[src/rtl/rcad_map.vh]
// Contract
// - Fetch one 14-bit word per cycle, own bus.
// - Separate program and 8-bit data buses.
// - Next fetch overlaps current execute.
// - One cycle per instruction, branches take two.
// - Special registers mapped in data; direct, indirect.
// - Any operation on any register, any mode.
// - 8-bit ALU: add, subtract, shift, logic.
// - Arithmetic in two's complement.
// - Two operands: working register plus file/literal.
// - One operand: working register or file.
// - 8-bit working register, not addressable.
// - ALU updates carry, digit carry, zero.
// - Subtract carries are inverted borrows.
// - RC mode drives quarter-rate clock out.
// - Held in reset while master clear low.
`ifndef RCAD_MAP_VH
`define RCAD_MAP_VH
// Widths
`define RCAD_PC_W 13
`define RCAD_IW 14
`define RCAD_DW 8
// Instruction phases, four per instruction cycle
`define RCAD_PH_EXEC 2'h3
`define RCAD_PH_ADDR 2'h0
`define RCAD_CLK_BIT 1
// Reset values
`define RCAD_NOP 14'h0000
`define RCAD_PC_RST 13'h0000
`define RCAD_STATUS_RST 8'h00
`define RCAD_FSR_RST 8'h00
`define RCAD_W_RST 8'h00
// Special register addresses, mirrored in every bank
`define RCAD_SFR_INDF 7'h00
`define RCAD_SFR_PCL 7'h02
`define RCAD_SFR_STATUS 7'h03
`define RCAD_SFR_FSR 7'h04
// Status bits
`define RCAD_ST_C 0
`define RCAD_ST_DC 1
`define RCAD_ST_Z 2
`define RCAD_ST_BANK 5
// Instruction classes
`define RCAD_CL_BYTE 2'h0
`define RCAD_CL_BIT 2'h1
`define RCAD_CL_CTRL 2'h2
`define RCAD_CL_LIT 2'h3
// Byte oriented operations
`define RCAD_B_MOVWF 4'h0
`define RCAD_B_CLR 4'h1
`define RCAD_B_SUB 4'h2
`define RCAD_B_DEC 4'h3
`define RCAD_B_IOR 4'h4
`define RCAD_B_AND 4'h5
`define RCAD_B_XOR 4'h6
`define RCAD_B_ADD 4'h7
`define RCAD_B_MOVF 4'h8
`define RCAD_B_COM 4'h9
`define RCAD_B_INC 4'hA
`define RCAD_B_DECSZ 4'hB
`define RCAD_B_RR 4'hC
`define RCAD_B_RL 4'hD
`define RCAD_B_SWAP 4'hE
`define RCAD_B_INCSZ 4'hF
// Bit operations, field [11:10]
`define RCAD_BT_CLR 2'h0
`define RCAD_BT_SET 2'h1
`define RCAD_BT_TSC 2'h2
`define RCAD_BT_TSS 2'h3
// Returns
`define RCAD_RETURN 14'h0008
`define RCAD_RETINT 14'h0009
// Stack
`define RCAD_SP_W 3
`define RCAD_STK_N 8
// ALU operation codes
`define RCAD_A_PASSB 4'h0
`define RCAD_A_PASSA 4'h1
`define RCAD_A_CLR 4'h2
`define RCAD_A_ADD 4'h3
`define RCAD_A_SUB 4'h4
`define RCAD_A_AND 4'h5
`define RCAD_A_IOR 4'h6
`define RCAD_A_XOR 4'h7
`define RCAD_A_COM 4'h8
`define RCAD_A_INC 4'h9
`define RCAD_A_DEC 4'hA
`define RCAD_A_RL 4'hB
`define RCAD_A_RR 4'hC
`define RCAD_A_SWAP 4'hD
`endif

[src/rtl/rcad_core.v]
`include "rcad_map.vh"

module rcad_core (
  input wire ref_clk_in,
  input wire reset_n_in,
  input wire rc_mode_in,
  input wire [13:0] prog_data_in,
  input wire [7:0] data_rdata_in,
  output wire [12:0] prog_addr_out,
  output wire [7:0] data_addr_out,
  output wire [7:0] data_wdata_out,
  output wire data_we_out,
  output wire [7:0] work_reg_out,
  output wire [7:0] status_out,
  output wire [1:0] phase_out,
  output wire oscillator_output_pin_out,
  output wire oscillator_output_pin_oe_out
);

  ////////////////////////////////////////////////////////////////////////
  // State

  reg [12:0] pc_q;
  reg [13:0] ir_q;
  reg [7:0] w_q;
  reg [7:0] status_q;
  reg [7:0] fsr_q;
  reg [7:0] daddr_q;
  reg [7:0] dwdata_q;
  reg dwe_q;
  reg [`RCAD_SP_W-1:0] sp_q;
  reg [12:0] stack_q [0:`RCAD_STK_N-1];
  wire [1:0] phase;
  wire exec;

  function rcad_is_sfr;
    input [6:0] a;
    begin
      rcad_is_sfr = (a == `RCAD_SFR_INDF) || (a == `RCAD_SFR_PCL) ||
        (a == `RCAD_SFR_STATUS) || (a == `RCAD_SFR_FSR);
    end
  endfunction

  ////////////////////////////////////////////////////////////////////////
  // Instruction cycle timing and clock out

  rcad_clkdiv u_clkdiv (
    .ref_clk_in(ref_clk_in),
    .reset_n_in(reset_n_in),
    .rc_mode_in(rc_mode_in),
    .phase_out(phase),
    .pin_out(oscillator_output_pin_out),
    .pin_oe_out(oscillator_output_pin_oe_out)
  );

  assign exec = (phase == `RCAD_PH_EXEC);

  ////////////////////////////////////////////////////////////////////////
  // Decode

  wire [1:0] cls = ir_q[13:12];
  wire [3:0] bop = ir_q[11:8];
  wire dst = ir_q[7];
  wire [6:0] fa = ir_q[6:0];
  wire [2:0] bsel = ir_q[9:7];
  wire [7:0] lit = ir_q[7:0];
  wire [7:0] bmask = 8'h01 << bsel;

  // Direct uses bank bit plus field, indirect uses pointer
  wire [7:0] eff_a = (fa == `RCAD_SFR_INDF) ? fsr_q :
    {status_q[`RCAD_ST_BANK], fa};
  wire eff_sfr = rcad_is_sfr(eff_a[6:0]);

  reg [7:0] fval;
  always @* begin
    fval = data_rdata_in;
    if (eff_sfr) begin
      case (eff_a[6:0])
        `RCAD_SFR_PCL: fval = pc_q[7:0];
        `RCAD_SFR_STATUS: fval = status_q;
        `RCAD_SFR_FSR: fval = fsr_q;
        default: fval = 8'h00;
      endcase
    end
  end

  reg [3:0] alu_op;
  reg [7:0] alu_b;
  reg aff_c;
  reg aff_dc;
  reg aff_z;
  reg to_w;
  reg to_f;
  reg skip;
  reg jump;
  reg push;
  reg pop;
  wire [7:0] res;
  wire alu_c;
  wire alu_dc;
  wire alu_z;

  always @* begin
    alu_op = `RCAD_A_PASSB;
    alu_b = fval;
    aff_c = 1'b0;
    aff_dc = 1'b0;
    aff_z = 1'b0;
    to_w = 1'b0;
    to_f = 1'b0;
    skip = 1'b0;
    jump = 1'b0;
    push = 1'b0;
    pop = 1'b0;
    case (cls)
      `RCAD_CL_BYTE: begin
        // Result goes to file or working register
        to_f = dst;
        to_w = ~dst;
        case (bop)
          `RCAD_B_MOVWF: begin
            to_w = 1'b0;
            to_f = dst;
            alu_op = `RCAD_A_PASSA;
            pop = (ir_q == `RCAD_RETURN) || (ir_q == `RCAD_RETINT);
          end
          `RCAD_B_CLR: begin
            alu_op = `RCAD_A_CLR;
            aff_z = 1'b1;
          end
          `RCAD_B_SUB: begin
            alu_op = `RCAD_A_SUB;
            {aff_c, aff_dc, aff_z} = 3'h7;
          end
          `RCAD_B_DEC: begin
            alu_op = `RCAD_A_DEC;
            aff_z = 1'b1;
          end
          `RCAD_B_IOR: begin
            alu_op = `RCAD_A_IOR;
            aff_z = 1'b1;
          end
          `RCAD_B_AND: begin
            alu_op = `RCAD_A_AND;
            aff_z = 1'b1;
          end
          `RCAD_B_XOR: begin
            alu_op = `RCAD_A_XOR;
            aff_z = 1'b1;
          end
          `RCAD_B_ADD: begin
            alu_op = `RCAD_A_ADD;
            {aff_c, aff_dc, aff_z} = 3'h7;
          end
          `RCAD_B_MOVF: aff_z = 1'b1;
          `RCAD_B_COM: begin
            alu_op = `RCAD_A_COM;
            aff_z = 1'b1;
          end
          `RCAD_B_INC: begin
            alu_op = `RCAD_A_INC;
            aff_z = 1'b1;
          end
          `RCAD_B_DECSZ: begin
            alu_op = `RCAD_A_DEC;
            skip = alu_z;
          end
          `RCAD_B_RR: begin
            alu_op = `RCAD_A_RR;
            aff_c = 1'b1;
          end
          `RCAD_B_RL: begin
            alu_op = `RCAD_A_RL;
            aff_c = 1'b1;
          end
          `RCAD_B_SWAP: alu_op = `RCAD_A_SWAP;
          `RCAD_B_INCSZ: begin
            alu_op = `RCAD_A_INC;
            skip = alu_z;
          end
          default: alu_op = `RCAD_A_PASSB;
        endcase
      end
      `RCAD_CL_BIT: begin
        case (bop[3:2])
          `RCAD_BT_CLR: begin
            alu_b = fval & ~bmask;
            to_f = 1'b1;
          end
          `RCAD_BT_SET: begin
            alu_b = fval | bmask;
            to_f = 1'b1;
          end
          `RCAD_BT_TSC: skip = ~|(fval & bmask);
          `RCAD_BT_TSS: skip = |(fval & bmask);
          default: skip = 1'b0;
        endcase
      end
      `RCAD_CL_CTRL: begin
        jump = 1'b1;
        push = ~ir_q[11];
      end
      `RCAD_CL_LIT: begin
        alu_b = lit;
        to_w = 1'b1;
        casez (bop)
          4'b00??: alu_op = `RCAD_A_PASSB;
          4'b01??: pop = 1'b1;
          4'b1000: begin
            alu_op = `RCAD_A_IOR;
            aff_z = 1'b1;
          end
          4'b1001: begin
            alu_op = `RCAD_A_AND;
            aff_z = 1'b1;
          end
          4'b1010: begin
            alu_op = `RCAD_A_XOR;
            aff_z = 1'b1;
          end
          4'b110?: begin
            alu_op = `RCAD_A_SUB;
            {aff_c, aff_dc, aff_z} = 3'h7;
          end
          4'b111?: begin
            alu_op = `RCAD_A_ADD;
            {aff_c, aff_dc, aff_z} = 3'h7;
          end
          default: alu_op = `RCAD_A_PASSB;
        endcase
      end
      default: jump = 1'b0;
    endcase
  end

  rcad_alu u_alu (
    .alu_op_in(alu_op),
    .a_in(w_q),
    .b_in(alu_b),
    .c_in(status_q[`RCAD_ST_C]),
    .result_out(res),
    .c_out(alu_c),
    .dc_out(alu_dc),
    .z_out(alu_z)
  );

  ////////////////////////////////////////////////////////////////////////
  // Next program counter and status

  wire wr_sfr = to_f & eff_sfr;
  wire pcl_wr = wr_sfr & (eff_a[6:0] == `RCAD_SFR_PCL);
  // Any change of flow discards the word fetched alongside
  wire flush = jump | pop | pcl_wr | skip;
  wire [`RCAD_SP_W-1:0] sp_dec = sp_q - {{(`RCAD_SP_W-1){1'b0}}, 1'b1};

  reg [12:0] pc_d;
  reg [7:0] status_d;
  always @* begin
    if (pop) begin
      pc_d = stack_q[sp_dec];
    end else if (jump) begin
      pc_d = {pc_q[12:11], ir_q[10:0]};
    end else if (pcl_wr) begin
      pc_d = {pc_q[12:8], res};
    end else begin
      pc_d = pc_q + 13'h0001;
    end
    status_d = status_q;
    if (wr_sfr && (eff_a[6:0] == `RCAD_SFR_STATUS)) begin
      status_d = res;
    end
    // Flag updates win over a plain write of the status byte
    if (aff_c) begin
      status_d[`RCAD_ST_C] = alu_c;
    end
    if (aff_dc) begin
      status_d[`RCAD_ST_DC] = alu_dc;
    end
    if (aff_z) begin
      status_d[`RCAD_ST_Z] = alu_z;
    end
  end

  ////////////////////////////////////////////////////////////////////////
  // Fetch and execute, overlapped

  always @(posedge ref_clk_in or negedge reset_n_in) begin
    if (!reset_n_in) begin
      pc_q <= `RCAD_PC_RST;
      ir_q <= `RCAD_NOP;
      w_q <= `RCAD_W_RST;
      status_q <= `RCAD_STATUS_RST;
      fsr_q <= `RCAD_FSR_RST;
      sp_q <= {`RCAD_SP_W{1'b0}};
    end else if (exec) begin
      // Word at pc_q arrives while current one executes
      ir_q <= flush ? `RCAD_NOP : prog_data_in;
      pc_q <= pc_d;
      status_q <= status_d;
      if (to_w) begin
        w_q <= res;
      end
      if (wr_sfr && (eff_a[6:0] == `RCAD_SFR_FSR)) begin
        fsr_q <= res;
      end
      if (push) begin
        sp_q <= sp_q + {{(`RCAD_SP_W-1){1'b0}}, 1'b1};
      end else if (pop) begin
        sp_q <= sp_dec;
      end
    end
  end

  // Return stack, wraps when over-filled
  always @(posedge ref_clk_in) begin
    if (exec && push) begin
      stack_q[sp_q] <= pc_q;
    end
  end

  ////////////////////////////////////////////////////////////////////////
  // Data memory port

  always @(posedge ref_clk_in or negedge reset_n_in) begin
    if (!reset_n_in) begin
      daddr_q <= 8'h00;
      dwdata_q <= 8'h00;
      dwe_q <= 1'b0;
    end else begin
      if (phase == `RCAD_PH_ADDR) begin
        daddr_q <= eff_a;
        dwe_q <= 1'b0;
      end else if (exec) begin
        dwdata_q <= res;
        dwe_q <= to_f & ~eff_sfr;
      end
    end
  end

  assign prog_addr_out = pc_q;
  assign data_addr_out = daddr_q;
  assign data_wdata_out = dwdata_q;
  assign data_we_out = dwe_q;
  assign work_reg_out = w_q;
  assign status_out = status_q;
  assign phase_out = phase;

endmodule // rcad_core

[src/rtl/rcad_alu.v]
`include "rcad_map.vh"

module rcad_alu (
  input wire [3:0] alu_op_in,
  input wire [7:0] a_in,
  input wire [7:0] b_in,
  input wire c_in,
  output reg [7:0] result_out,
  output reg c_out,
  output reg dc_out,
  output wire z_out
);

  // Returns {digit carry, carry, sum}
  function [9:0] rcad_add;
    input [7:0] x;
    input [7:0] y;
    input ci;
    reg [4:0] lo;
    reg [4:0] hi;
    begin
      lo = {1'b0, x[3:0]} + {1'b0, y[3:0]} + {4'h0, ci};
      hi = {1'b0, x[7:4]} + {1'b0, y[7:4]} + {4'h0, lo[4]};
      rcad_add = {lo[4], hi[4], hi[3:0], lo[3:0]};
    end
  endfunction

  reg [9:0] sum;

  always @* begin
    sum = 10'h000;
    result_out = b_in;
    c_out = c_in;
    dc_out = 1'b0;
    case (alu_op_in)
      `RCAD_A_PASSB: result_out = b_in;
      `RCAD_A_PASSA: result_out = a_in;
      `RCAD_A_CLR: result_out = 8'h00;
      `RCAD_A_ADD: begin
        sum = rcad_add(b_in, a_in, 1'b0);
        {dc_out, c_out, result_out} = sum;
      end
      `RCAD_A_SUB: begin
        // File or literal minus working register; carries are inverted borrows
        sum = rcad_add(b_in, ~a_in, 1'b1);
        {dc_out, c_out, result_out} = sum;
      end
      `RCAD_A_AND: result_out = a_in & b_in;
      `RCAD_A_IOR: result_out = a_in | b_in;
      `RCAD_A_XOR: result_out = a_in ^ b_in;
      `RCAD_A_COM: result_out = ~b_in;
      `RCAD_A_INC: result_out = b_in + 8'h01;
      `RCAD_A_DEC: result_out = b_in - 8'h01;
      `RCAD_A_RL: {c_out, result_out} = {b_in, c_in};
      `RCAD_A_RR: {result_out, c_out} = {c_in, b_in};
      `RCAD_A_SWAP: result_out = {b_in[3:0], b_in[7:4]};
      default: result_out = b_in;
    endcase
  end

  assign z_out = (result_out == 8'h00);

endmodule // rcad_alu

[src/rtl/rcad_clkdiv.v]
`include "rcad_map.vh"

module rcad_clkdiv (
  input wire ref_clk_in,
  input wire reset_n_in,
  input wire rc_mode_in,
  output wire [1:0] phase_out,
  output wire pin_out,
  output wire pin_oe_out
);

  reg [1:0] phase_q;
  reg clk_q;
  reg oe_q;
  wire [1:0] phase_d;

  assign phase_d = phase_q + 2'h1;

  always @(posedge ref_clk_in or negedge reset_n_in) begin
    if (!reset_n_in) begin
      phase_q <= 2'h0;
      clk_q <= 1'b0;
      oe_q <= 1'b0;
    end else begin
      phase_q <= phase_d;
      // High for the last two phases of each instruction cycle
      clk_q <= phase_d[`RCAD_CLK_BIT] & rc_mode_in;
      oe_q <= rc_mode_in;
    end
  end

  assign phase_out = phase_q;
  assign pin_out = clk_q;
  assign pin_oe_out = oe_q;

endmodule // rcad_clkdiv

[config.mk]
export PLATFORM = sky130hd
export DESIGN_NAME = rcad_core
export DESIGN_NICKNAME = d
export VERILOG_FILES = /design/src/rtl/rcad_core.v /design/src/rtl/rcad_alu.v /design/src/rtl/rcad_clkdiv.v
export VERILOG_INCLUDE_DIRS = /design/src /design/src/rtl
export SDC_FILE = /design/constraint.sdc
export NUM_CORES = 1
export LEC_CHECK = 0
export ABC_CLOCK_PERIOD_IN_PS = 6750
export BUFFER_PORTS_ARGS = -buffer_cell sky130_fd_sc_hd__buf_4
export CAP_MARGIN = 40
export CORE_AREA = 2 2 171 139
export DETAILED_ROUTE_END_ITERATION = 8
export DIE_AREA = 0 0 173 141
export PLACE_DENSITY = 0.63
export SLEW_MARGIN = 0
export SYNTH_ARGS = -nofsm -noshare
export SYNTH_HDL_FRONTEND = slang
export SYNTH_SLANG_ARGS = --single-unit
[constraint.sdc]
create_clock -name ref_clk_in -period 6.75 [get_ports ref_clk_in]
set_input_delay 1.35 -clock ref_clk_in [delete_from_list [all_inputs] [get_ports ref_clk_in]]
set_output_delay 1.35 -clock ref_clk_in [all_outputs]
set_load 0.02 [all_outputs]
# --- After elaboration in Yosys (flattened, before gate mapping) ---
# Memories as Yosys holds them, arrays and structs flattened.
# Cells that the tools add are included.
totals:
  ff_bits: 75
  mem_bits_rw: 104
  out_inout_bits: 50
  memories: 1
classes:
  add_sub_neg: 13
  n_eq_ne: 46
  shifts: 1
  n_mux: 45
  n_bitwise: 20
  n_reduce_logical: 40
mem_list:
  columns: ["name", "words", "word_bits", "rd", "rd_clocked_by_memory_dff", "wr", "line_no", "text"]
  rows:
  - ["stack_q", 8, 13, 1, 0, 1, "rcad_core.v:32", "reg [12:0] stack_q [0:`RCAD_STK_N-1];"]
ops:
  columns: ["cell", "count"]
  rows:
  - ["one-hot mux 8 bit (13 select lines)", 1]
  - ["equality test 4 bit, second input constant", 14]
  - ["one-hot mux 4 bit (13 select lines)", 1]
  - ["two-way mux 13 bit", 3]
  - ["equality test 4 x 3 -> 1 bit, second input constant", 8]
  - ["one-hot mux 8 bit (2 select lines)", 2]
  - ["equality test 14 x 4 -> 1 bit, second input constant", 2]
  - ["bitwise AND 8 bit", 3]
  - ["NOT 8 bit", 3]
  - ["one-hot mux 8 bit (3 select lines)", 1]
  - ["adder 4 x 4 -> 5 bit", 4]
  - ["two-way mux 1 bit", 19]
  - ["one-hot mux 1 bit (2 select lines)", 9]
  - ["equality test 4 x 2 -> 1 bit, second input constant", 4]
  - ["two-way mux 8 bit", 2]
  - ["bitwise OR 8 bit", 2]
  - ["AND reduction 2 bit", 8]
  - ["one-hot mux 3 bit (5 select lines)", 1]
  - ["equality test 7 x 2 -> 1 bit, second input constant", 2]
  - ["zero test 7 bit", 2]
  - ["two-way mux 14 bit", 1]
  - ["adder 13 x 1 -> 13 bit, second input constant", 1]
  - ["OR reduction 2 bit", 6]
  - ["adder 5 x 1 -> 5 bit", 2]
  - ["35 further kinds", 64]

# --- Longest topological paths before layout ---
# Gate-level depths: netlist of the first run.
depth:
  ltp_word: 19
  depth_mapped: 25

# --- Hierarchy ---
# A second synthesis of the first run with hierarchy kept.
hier_totals:
  cells_unflattened: 1037
  area_unflattened_um2: 11219.5
modules_own_cells:
  columns: ["module", "n_inst", "cells_per_inst", "area_per_inst_um2"]
  rows:
  - ["rcad_core", 1, 744, 9111.2]
  - ["rcad_alu", 1, 286, 1989.4]
  - ["rcad_clkdiv", 1, 7, 118.9]

# --- Worst setup path before layout of the first run ---
# OpenSTA, ideal clock, no wires.
synth_path:
  path_type: "reg-to-reg"
  start: "register ir_q[6]"
  end: "register ir_q[10]"
  setup_ns: 0.137
  arrival_ns: 5.861
  required_ns: 6.613
  path_slack_ns: 0.752
  stages_incl_launch_ff: 22
  path_buffers: 2
  synth_period_minus_slack_ns: 5.998
  cell_sequence: "dfrtp_1 > buf_6 > or3_4 > o41a_1 > o31ai_4 > a221oi_2 > a21boi_1 > inv_1 > fa_1 > o21bai_1 > a21oi_1 > fa_1 > nand4_1 > o21ai_0 > o22ai_1 > nor4_1 > nand2_1 > or3b_1 > a221o_1 > o41ai_4 > buf_6 > o22ai_2"
synth_between:
  elab_chain_cells: 19
synth_rtl:
  columns: ["item", "line_no", "text"]
  rows:
  - ["start, declared", "rcad_core.v:24", "reg [13:0] ir_q;"]
  - ["start signal, assigned", "rcad_core.v:290", "ir_q <= `RCAD_NOP;"]
  - ["start signal, assigned", "rcad_core.v:297", "ir_q <= flush ? `RCAD_NOP : prog_data_in;"]
  - ["zero test 7 bit (no source line)", null, null]
  - ["two-way mux 8 bit", "rcad_core.v:70", "wire [7:0] eff_a = (fa == `RCAD_SFR_INDF) ? fsr_q :"]
  - ["equality test 7 x 2 -> 1 bit / zero test 7 bit (equally long branches)", null, null]
  - ["logical OR 1 bit (3 in series)", "rcad_core.v:39", "rcad_is_sfr = (a == `RCAD_SFR_INDF) || (a == `RCAD_SFR_PCL) ||"]
  - ["two-way mux 8 bit", "rcad_core.v:77", "if (eff_sfr) begin"]
  - ["bitwise OR 8 bit / bitwise AND 8 bit (equally long branches)", "rcad_core.v:191, rcad_core.v:187", null]
  - ["one-hot mux 8 bit (2 select lines)", "rcad_core.v:185", "case (bop[3:2])"]
  - ["one-hot mux 8 bit (2 select lines)", "rcad_core.v:115", "case (cls)"]
  - ["adder 4 x 4 -> 5 bit", "rcad_alu.v:22", "lo = {1'b0, x[3:0]} + {1'b0, y[3:0]} + {4'h0, ci};"]
  - ["adder 5 x 1 -> 5 bit", "rcad_alu.v:22", null]
  - ["adder 5 x 1 -> 5 bit", "rcad_alu.v:23", "hi = {1'b0, x[7:4]} + {1'b0, y[7:4]} + {4'h0, lo[4]};"]
  - ["one-hot mux 8 bit (13 select lines)", "rcad_alu.v:35", "case (alu_op_in)"]
  - ["zero test 8 bit", "rcad_alu.v:61", "assign z_out = (result_out == 8'h00);"]
  - ["two-way mux 1 bit", "rcad_core.v:120", "case (bop)"]
  - ["one-hot mux 1 bit (2 select lines)", "rcad_core.v:115", null]
  - ["bitwise OR 1 bit (*)", "rcad_core.v:253", "wire flush = jump | pop | pcl_wr | skip;"]
  - ["two-way mux 14 bit (*)", "rcad_core.v:297", null]
# Every way passes the cells marked *; elsewhere a longest branch is shown, timed or not.
# A chain may end at the register's enable or synchronous reset.

# --- Worst setup path in the final report of the first run ---
layout_path:
  start: "register ir_q[6]"
  end: "register ir_q[11]"
# Same word-level chain as after synthesis.

==> flow_summary_export.csv, run 1 <==
group,metric,value,unit
cts,worstSkewPairLatency,0.45,ns
cts,numCtsBuffers,17,
detailed_routing,ant_nets,0,
flow_run,maxCapViolCount,0,
finish,multiInputGateArea,5710,µm²
timing,fmax,0.157,GHz
setup_path,crit_family,"compound AO/OA/AOI/OAI gates",
detailed_routing,vias_per_cell,6.37,
setup_path,critPathArrivalTime,6.68,ns
timing,rsz0062_at_grt,"no",
setup_path,startpoint_type,"flip-flop",
synthesis,synthAdderAreaFrac,0.0573,
timing,setup_viol,0,
detailed_routing,vias,9171,
cts,clk_pin_slew,0.09,ns
finish,num-nets-final,1187,
setup_path,max_stage_delay,0.53,ns
global_route,overflow,0,
setup_path,crit_top_cell,"fa_1",
finish,final-instance-count-excl-fill,1440,
synthesis,synth_edf_count,104,
pwr,report.power.total,5040,µW
global_route,grt_pass1_wl,54100,µm
cts,htree_num_levels,4,
setup_path,crit_slowest_cell,"dfrtp_1",
cts,cts_num_sinks,179,
synthesis,ys_async_sr_fraction,0.419,
floorplan,dieWidth,173,µm
setup_path,worstPathCellList,"or3_4 > o41a_1 > o31ai_4 > nand3_1 > and3_1 > buf_4 > ha_1 > fa_1 > o21bai_1 > a21oi_1 > fa_1 > nand4_1 > o21ai_0 > o22ai_1 > nor4_1 > nand2_1 > or3b_1 > a221o_1 > o41ai_4 > buf_6 > o22ai_2",
placed_design,io_buffers,74,
detailed_routing,dr.pass1.iters,6,
finish,layout_commonest_cell,"buf_4",
timing,hold_slack,0.500,ns
setup_path,critical_path_buf_inv_count,2,
floorplan,row_count,50,
synthesis,synth.largest_area_cell,"edfxtp_1",
setup_path,cp-end-kind,"flip-flop",
synthesis,ys_warn_count,0,
cts,cts_hold_buffers,0,
finish,area_growth,15.9,%
timing,slew_viol_final,0,
cts,clockBufferDepth,2,
floorplan,die_area,24400,µm²
timing,hold_violations,0,
timing,timing.final.crit_period,6.37,ns
synthesis,synthXorXnorAreaFrac,0.0157,
synthesis,ys_types,90,
synthesis,synthSimpleGateAreaFrac,0.132,
timing,tns,0,ns
synthesis,synth_seq_cells,179,
synthesis,synth_top_family_by_area,"compound AO/OA/AOI/OAI gates",
timing,slew_headroom,0.354,
finish,seq_area,5000,µm²
detailed_routing,routed_wl,34900,µm
synthesis,syn_area,11200,µm²
floorplan,fp.dieH,141,µm
detailed_routing,wire_per_inst,24.2,µm
synthesis,synthTopCellsByArea,"edfxtp_1 28%, dfrtp_1 17%, mux4_2 5.4%",
finish,n_antenna_cell,0,
cts,cts_tree,"built",
finish,drive_gt1_frac,0.237,
synthesis,synth_cells,1032,
pwr,power_density,389,nW/µm²
cts,cts_root_buffer,"clkbuf_16",
finish,n_fill_cell,2032,
synthesis,synth_top_area_share,0.279,
timing,worstMarginPinSlew,0.965,ns
timing,clock_skew,0.0206,ns
synthesis,syn_avg_cell_area,10.8,µm²
cts,cts_setup_buffers,0,
global_route,grt_pass1_vias,8897,
placed_design,post-dp-hpwl,24800,µm
outcome,status,"completed",
global_route,grt_antenna_before_repair,1,
placed_design,dp_cells,1408,
synthesis,synth_compound_area_frac,0.192,
synthesis,synth_fp_nets,1104,
pwr,p_leak,0.00501,µW
floorplan,core_area,22900,µm²
pwr,peakVddDrop,0.189,mV
timing,fin_crit_sh,0.944,
global_route,grt_max_degree,42,
setup_path,required,7.06,ns
setup_path,setup.worst_path.class,"flip-flop to flip-flop",
detailed_routing,remaining_drc_errors,0,
synthesis,synth-seq-area-share,0.447,
placed_design,place_congestion,1.02,
finish,final_cell_mix,"131 x buf_4, 104 x edfxtp_1, 74 x dfrtp_1",
detailed_routing,drtIter0Drc,1307,
synthesis,synth_mux_area_frac,0.109,
global_route,track_usage,0.292,
min_path,min_path_type,"flip-flop to flip-flop",
floorplan,io_pins,75,
synthesis,synth_flop_cell,"edfxtp_1",
floorplan,start_util,0.488,
setup_path,critPathMaxFanout,14,
==> cell usage after synthesis (21+ instances only) <==
master / instances
a211oi_1: 21
o21ai_0: 49
mux4_2: 27
clkbuf_1: 49
ha_1: 40
edfxtp_1: 104
mux2_2: 35
a21oi_1: 58
nand3_1: 28
nand2_1: 59
mux2i_1: 22
inv_1: 56
nor2_1: 64
nor3_1: 25
dfrtp_1: 75
==> path summary, 6_finish.rpt <==
check,start,to,slack (ns),cells past startpoint
max,ir_q[6],ir_q[11],0.38,21
min,u_clkdiv.phase_out[0],u_clkdiv.phase_out[0],0.50,1
max reg2reg,ir_q[6],ir_q[11],0.38,21
min reg2reg,u_clkdiv.phase_out[0],u_clkdiv.phase_out[0],0.50,1
max in group asynchronous,reset_n_in,sp_q[0],5.28,2
min in group asynchronous,reset_n_in,data_addr_out[2],0.87,1
==> cell type report <==
type | count | share of cell area
Inverter | 60 | 0.0174
Tap cell | 312 | 0.0301
Clock inverter | 15 | 0.0133
Clock buffer | 17 | 0.0328
Sequential cell | 179 | 0.386
Multi-Input combinational cell | 723 | 0.441
Timing Repair Buffer | 134 | 0.0793
==> logic make-up after synthesis <==
kind of cell               count (synthesis)
and+or+nand+nor                          280
AOI/OAI and AO/OA                        292
muxes                                     84
DFF                                      179
adders and majority gates                 47
xor gates and xnor gates                  20
buffers and inverters                    130
==> sequential cells by signal, summed over array words and instances, names as in the netlist <==
name and cells:
stack_q 104, ir_q 14, prog_addr_out 13, data_addr_out 8, data_wdata_out 8, fsr_q 8, status_out 8, work_reg_out 8
sp_q 3, u_clkdiv.phase_out 2, data_we_out 1, u_clkdiv.pin_oe_out 1, u_clkdiv.pin_out 1
==> what timing repair did <==
| action | CTS | global route |
|---|---|---|
| endpoints found under the hold margin | 0 | 0 |
| setup endpoints to repair | 0 | 14 |
| resized for setup | 0 | 3 |
==> where the power goes <==
group	leakage, µW	switching, µW	internal [µW]
clock	0.000296	523	507
combinational	0.00280	1450	988
sequential	0.00191	230	1350
total	0.00501	2200	2840
==> metal layers <==
layer | up-vias | wire (µm) | track usage
met5 | - | 14 | 0
met4 | 2 | 722 | 0.0763
met2 | 466 | 14500 | 0.407
li1 | 4131 | - | -
met1 | 4508 | 16300 | 0.449
met3 | 64 | 3350 | 0.0779
==> metrics by stage <==
stage | util | area (µm²) | setup WS, ns
2_1_floorplan | - | 11200 | 0.752
3_3_place_gp | 0.538 | 12300 | 0.578
3_5_place_dp | 0.539 | 12300 | 0.467
4_1_cts | 0.565 | 12900 | 0.419
5_1_grt | 0.566 | 13000 | 0.0384
6_report | 0.566 | 13000 | 0.378
No activity file was read; power rests on OpenSTA's default activity.
==> run 2, diff against run 1 <==
CORE_AREA = 2 2 156 128   (was 2 2 171 139)
DIE_AREA = 0 0 158 130   (was 0 0 173 141)
PLACE_DENSITY = 0.74   (was 0.63)
==> flow_summary_export.csv, run 2 (synthesized netlist as in run 1, its figures left out) <==
group,metric,value,unit
outcome,status,"completed",
timing,slew_viol_final,0,
setup_path,cp-end-kind,"flip-flop",
timing,hold_slack,0.513,ns
detailed_routing,ant_nets,0,
cts,htree_num_levels,4,
finish,n_antenna_cell,0,
cts,clk_pin_slew,0.07,ns
pwr,power_density,391,nW/µm²
global_route,overflow,0,
finish,final_cell_mix,"127 x buf_4, 104 x edfxtp_1, 74 x dfrtp_1",
placed_design,preCtsSetupSlack,0.416,ns
detailed_routing,routed_wl,33800,µm
setup_path,max_stage_delay,0.55,ns
min_path,worstHoldEndpoint,"u_clkdiv.phase_out[0]",
pwr,p_leak,0.00496,µW
finish,utilization,0.668,
setup_path,r2r_end,"ir_q[6]",
cts,cts_tree,"built",
placed_design,place_congestion,0.988,
min_path,hold_depth,1,
setup_path,crit_slowest_cell,"dfrtp_1",
finish,top_register,"stack_q",
cts,cts_num_sinks,179,
timing,slew_headroom,0.373,
floorplan,row_count,46,
timing,hold_violations,0,
timing,clock_skew,0.0151,ns
finish,seq_area,5000,µm²
cts,cts_hold_buffers,0,
detailed_routing,dr.pass1.iters,6,
setup_path,timing.rr.start,"ir_q[4]",
setup_path,setup.worst_path.class,"flip-flop to flip-flop",
global_route,grt_max_degree,43,
cts,worstSkewPairLatency,0.45,ns
detailed_routing,remaining_drc_errors,0,
setup_path,worstPathCellList,"or3_4 > o41a_1 > o31ai_4 > nand3_1 > and3_1 > buf_4 > ha_1 > fa_1 > o21bai_1 > a21oi_1 > fa_1 > nand4_1 > o21ai_0 > o22ai_1 > nor4_1 > nand2_1 > or3b_1 > a221o_1 > o41ai_4 > buf_4 > o2bb2ai_1",
setup_path,startpoint_type,"flip-flop",
detailed_routing,vias,9368,
timing,tns,0,ns
pwr,peakVddDrop,0.244,mV
timing,rsz0062_at_grt,"no",
floorplan,die_area,20500,µm²
min_path,min_path_type,"flip-flop to flip-flop",
placed_design,post-dp-hpwl,23800,µm
global_route,grt_antenna_before_repair,0,
global_route,track_usage,0.338,
setup_path,critPathMaxFanout,14,
finish,n_fill_cell,1516,
setup_path,r2r_setup_slack,0.25,ns
floorplan,fp.dieH,130,µm
timing,fmax,0.154,GHz
finish,area_growth,14.8,%
cts,numCtsBuffers,17,
setup_path,reg2reg_depth,21,
cts,cts_setup_buffers,0,
finish,num-nets-final,1181,
min_path,hp-start,"u_clkdiv.phase_out[0]",
timing,setup_viol,0,
finish,drive_gt1_frac,0.231,
placed_design,io_buffers,74,
detailed_routing,drtIter0Drc,1360,
cts,cts_root_buffer,"clkbuf_16",
flow_run,maxCapViolCount,0,
timing,timing.final.crit_period,6.50,ns
timing,worst_slack,0.247,ns
setup_path,crit_path_start,"ir_q[4]",
cts,cts_resized,0,
finish,multiInputGateArea,5700,µm²
finish,largest_reg_flops,104,
floorplan,core_area,19200,µm²
floorplan,io_pins,75,
global_route,grt_pass1_wl,51900,µm
global_route,grt_pass1_vias,8839,
timing,fin_crit_sh,0.963,
detailed_routing,vias_per_cell,6.76,
timing,worstMarginPinSlew,0.933,ns
setup_path,required,7.06,ns
cts,clockBufferDepth,2,
setup_path,critPathArrivalTime,6.81,ns
finish,layout_commonest_cell,"buf_4",
detailed_routing,wire_per_inst,24.4,µm
floorplan,start_util,0.581,
floorplan,dieWidth,158,µm
## run 2: changes by cell type in the layout (fill, tap and decap cells not counted), sizes merged
cell / previous run / this run
clkinvlp: 0 / 2
buf: 134 / 128
bufinv: 0 / 1
inv: 70 / 68
clkinv: 5 / 4
## run 2: how the worst max path moves through the flow
stage | cells after the start | to
floorplan | 21 | ir_q[10]
global placement | 21 | ir_q[1]
detailed placement | 21 | ir_q[0]
CTS | 21 | ir_q[6]
global route | 22 | ir_q[1]
finish | 21 | ir_q[6]
## run 2: layout make-up
type	count	share of cell area
clock inverter	15	0.0140
inverter	60	0.0176
timing repair buffer	128	0.0755
clock buffer	17	0.0332
sequential	179	0.390
multi-input combinational	723	0.444
tap	264	0.0257
## run 2: where the power goes
| group | internal (µW) | switching, µW | total [µW] | leakage [µW] |
|---|---|---|---|---|
| registers | 1350 | 236 | 1580 | 0.00191 |
| logic | 986 | 1430 | 2410 | 0.00276 |
| clock network | 534 | 496 | 1030 | 0.000290 |
## run 2: layer usage
layer  up-vias  part of all wire  track usage
li1       4128                 -            -
met1      4526              0.43        0.503
met2       622              0.42        0.472
met3        92              0.12        0.103
met4         0             0.031        0.119
met5         -                 0            0
## run 2: stage by stage
stage          cell area [µm²]  std cells  power [µW]
2_1_floorplan            11200       1032        3090
3_3_place_gp             12200       1351        3890
3_5_place_dp             12200       1354        3940
4_1_cts                  12800       1386        4980
5_1_grt                  12800       1386        5260
6_report                 12800       1386        5020
## run 2: worst max-delay path, delay by kind of cell, from the launching register on
kind | cells | cell delay [ns]
adders and majority gates | 3 | 1.14
DFF | 1 | 0.55
and+or+nand+nor | 7 | 1.94
buffers and inverters | 2 | 0.48
AOI/OAI and AO/OA | 9 | 2.28
==> run 3, diff against run 2 <==
--- a/config.mk
+++ b/config.mk
@@ -8,2 +8,3 @@
 export LEC_CHECK = 0
+export ABC_AREA = 1
 export ABC_CLOCK_PERIOD_IN_PS = 6750
@@ -11,5 +12,5 @@
 export CAP_MARGIN = 40
-export CORE_AREA = 2 2 156 128
+export CORE_AREA = 2 2 155 126
 export DETAILED_ROUTE_END_ITERATION = 8
-export DIE_AREA = 0 0 158 130
+export DIE_AREA = 0 0 157 128
 export PLACE_DENSITY = 0.74
--- a/constraint.sdc
+++ b/constraint.sdc
@@ -3,2 +3,2 @@
 set_output_delay 1.35 -clock ref_clk_in [all_outputs]
-set_load 0.02 [all_outputs]
+set_load 0.05 [all_outputs]
==> flow_summary_export.csv, run 3 <==
group,metric,value,unit
placed_design,post-dp-hpwl,23000,µm
pwr,seqPwrFrac,0.269,
setup_path,required,7.06,ns
synthesis,synth.largest_area_cell,"edfxtp_1",
timing,fmax,0.163,GHz
finish,n_antenna_cell,0,
synthesis,syn_avg_cell_area,8.24,µm²
detailed_routing,drtIter0Drc,1231,
cts,cts_resized,0,
cts,cts_tree,"built",
global_route,grt_pass1_vias,8753,
setup_path,crit_slowest_cell,"dfrtp_1",
cts,worstSkewPairLatency,0.44,ns
synthesis,synth_top_area_share,0.285,
detailed_routing,remaining_drc_errors,0,
timing,fin_crit_sh,0.911,
finish,drive_gt1_frac,0.155,
finish,top_register,"stack_q",
flow_run,maxCapViolCount,0,
setup_path,crit_path_end,"ir_q[0]",
detailed_routing,dr.pass1.iters,5,
finish,area_growth,12.7,%
detailed_routing,vias_per_cell,5.87,
setup_path,max_stage_delay,0.46,ns
synthesis,synth_common_cells,"326 x nand2_1, 172 x nor2_1, 117 x inv_1",
synthesis,synthXorXnorAreaFrac,0.0152,
pwr,swShare,0.530,
floorplan,fp.dieH,128,µm
finish,n_fill_cell,1561,
global_route,grt_max_degree,56,
outcome,status,"completed",
min_path,min_path_type,"flip-flop to flip-flop",
detailed_routing,ant_nets,0,
global_route,overflow,0,
finish,final_cell_mix,"326 x nand2_1, 172 x nor2_1, 117 x inv_1",
setup_path,r2r_end,"ir_q[0]",
setup_path,setup.worst_path.class,"flip-flop to flip-flop",
finish,utilization,0.662,
cts,cts_hold_buffers,0,
setup_path,cp-end-kind,"flip-flop",
placed_design,io_buffers,74,
pwr,peakVddDrop,0.486,mV
pwr,internal_power,2920,µW
global_route,grt_antenna_before_repair,0,
cts,cts_num_sinks,179,
floorplan,io_pins,75,
synthesis,synthAdderAreaFrac,0.0585,
setup_path,startpoint_type,"flip-flop",
synthesis,synthTopCellsByArea,"edfxtp_1 29%, dfrtp_1 17%, nand2_1 11%",
timing,setup_viol,0,
finish,largest_reg_flops,104,
synthesis,ys_async_sr_fraction,0.419,
synthesis,synth_edf_count,104,
synthesis,ys_warn_count,0,
timing,hold_slack,0.490,ns
timing,tns,0,ns
setup_path,crit_top_cell,"nand2_1",
pwr,p_leak,0.00556,µW
timing,rsz0062_at_grt,"no",
timing,worstMarginPinSlew,0.714,ns
synthesis,ys_types,52,
synthesis,synth-seq-area-share,0.457,
cts,numCtsBuffers,17,
synthesis,yosysMostFrequentCell,"nand2_1",
pwr,power_density,503,nW/µm²
timing,timing.final.crit_period,6.15,ns
floorplan,dieWidth,157,µm
setup_path,timing.rr.start,"ir_q[3]",
cts,clk_pin_slew,0.07,ns
timing,slew_viol_final,0,
synthesis,syn_area,11000,µm²
detailed_routing,routed_wl,31900,µm
synthesis,synthSimpleGateAreaFrac,0.278,
timing,hold_violations,0,
placed_design,place_congestion,1.01,
timing,clock_skew,0.0176,ns
synthesis,synth_mux_area_frac,0,
detailed_routing,vias,9784,
setup_path,r2r_setup_slack,0.60,ns
synthesis,synth_fp_nets,1401,
synthesis,synth_top_family_by_area,"simple AND/OR/NAND/NOR gates",
synthesis,synth_flop_cell,"edfxtp_1",
global_route,track_usage,0.324,
floorplan,core_area,18600,µm²
synthesis,synth_seq_cells,179,
pwr,clkPwrFrac,0.154,
detailed_routing,wire_per_inst,19.1,µm
setup_path,crit_path_start,"ir_q[3]",
setup_path,critPathArrivalTime,6.46,ns
pwr,power_frac_comb,0.577,
timing,slew_headroom,0.522,
cts,clockBufferDepth,2,
floorplan,start_util,0.588,
cts,cts_setup_buffers,0,
finish,layout_commonest_cell,"nand2_1",
synthesis,synth_compound_area_frac,0.125,
floorplan,row_count,45,
cts,htree_num_levels,4,
floorplan,die_area,20100,µm²
synthesis,synth_cells,1329,
setup_path,reg2reg_depth,36,
finish,num-nets-final,1469,
pwr,p_switching,3290,µW
setup_path,critPathMaxFanout,20,
cts,cts_root_buffer,"clkbuf_16",
global_route,grt_pass1_wl,48900,µm
==> run 3: final cells by class <==
type / count / area [µm²] / area share
well taps: 258 / 323 / 0.0262
clock buffers: 17 / 425 / 0.0345
clock inverters: 15 / 141 / 0.0115
repair buffers: 95 / 726 / 0.0588
inverters: 137 / 517 / 0.0419
flip-flops and latches: 179 / 5000 / 0.405
multi-input cells: 967 / 5210 / 0.422
==> run 3: cells by family (layout without fill, tap and decap cells) <==
family,count (synthesis),in the layout
flops,179,179
buf+inv,183,264
simple gates,678,678
fa+ha+maj,47,47
xor+xnor,19,19
compound gates,223,223
==> run 3: critical path, delay by kind of cell, from the launching register on <==
kind            cells  cell delay [ns]
compound gates      5             0.72
simple gates       24             2.95
flops               1             0.46
fa+ha+maj           4             1.45
buf+inv             3             0.42
==> run 3: worst min-delay path by stage <==
stage	slack, ns	depth (start not counted)	end	startpoint
floorplan	0.47	2	fsr_q[1]	fsr_q[1]
global placement	0.46	1	u_clkdiv.phase_out[0]	u_clkdiv.phase_out[0]
detailed placement	0.48	2	data_wdata_out[6]	data_wdata_out[6]
CTS	0.49	2	data_wdata_out[6]	data_wdata_out[6]
global route	0.53	2	data_wdata_out[6]	data_wdata_out[6]
finish	0.49	2	data_wdata_out[6]	data_wdata_out[6]
==> run 3: through the flow <==
step	instances	worst slack, ns	area (µm²)	total power [µW]
floorplan	1329	1.51	11000	4130
CTS	1668	0.738	12300	6140
global route	1668	0.251	12300	6590
detailed placement	1636	0.773	11800	5170
finish	1668	0.604	12300	6210
global placement	1635	1.03	11800	5130
==> run 3: power by group through the flow <==
| stage | clock, µW | combinational [µW] | sequential [µW] |
|---|---|---|---|
| after global placement | 0 | 3450 | 1680 |
| after global routing | 1010 | 3880 | 1700 |
| after detailed placement | 0 | 3490 | 1690 |
| final | 955 | 3590 | 1670 |
| after CTS | 965 | 3510 | 1670 |
| after floorplan | 0 | 2180 | 1960 |
==> run 3: layer usage <==
layer | global-route usage | part of all wire | up-vias
met3 | 0.101 | 0.12 | 45
met4 | 0.0702 | 0.014 | 0
met5 | 0 | 0 | -
met1 | 0.502 | 0.45 | 4568
li1 | - | - | 4592
met2 | 0.443 | 0.41 | 579
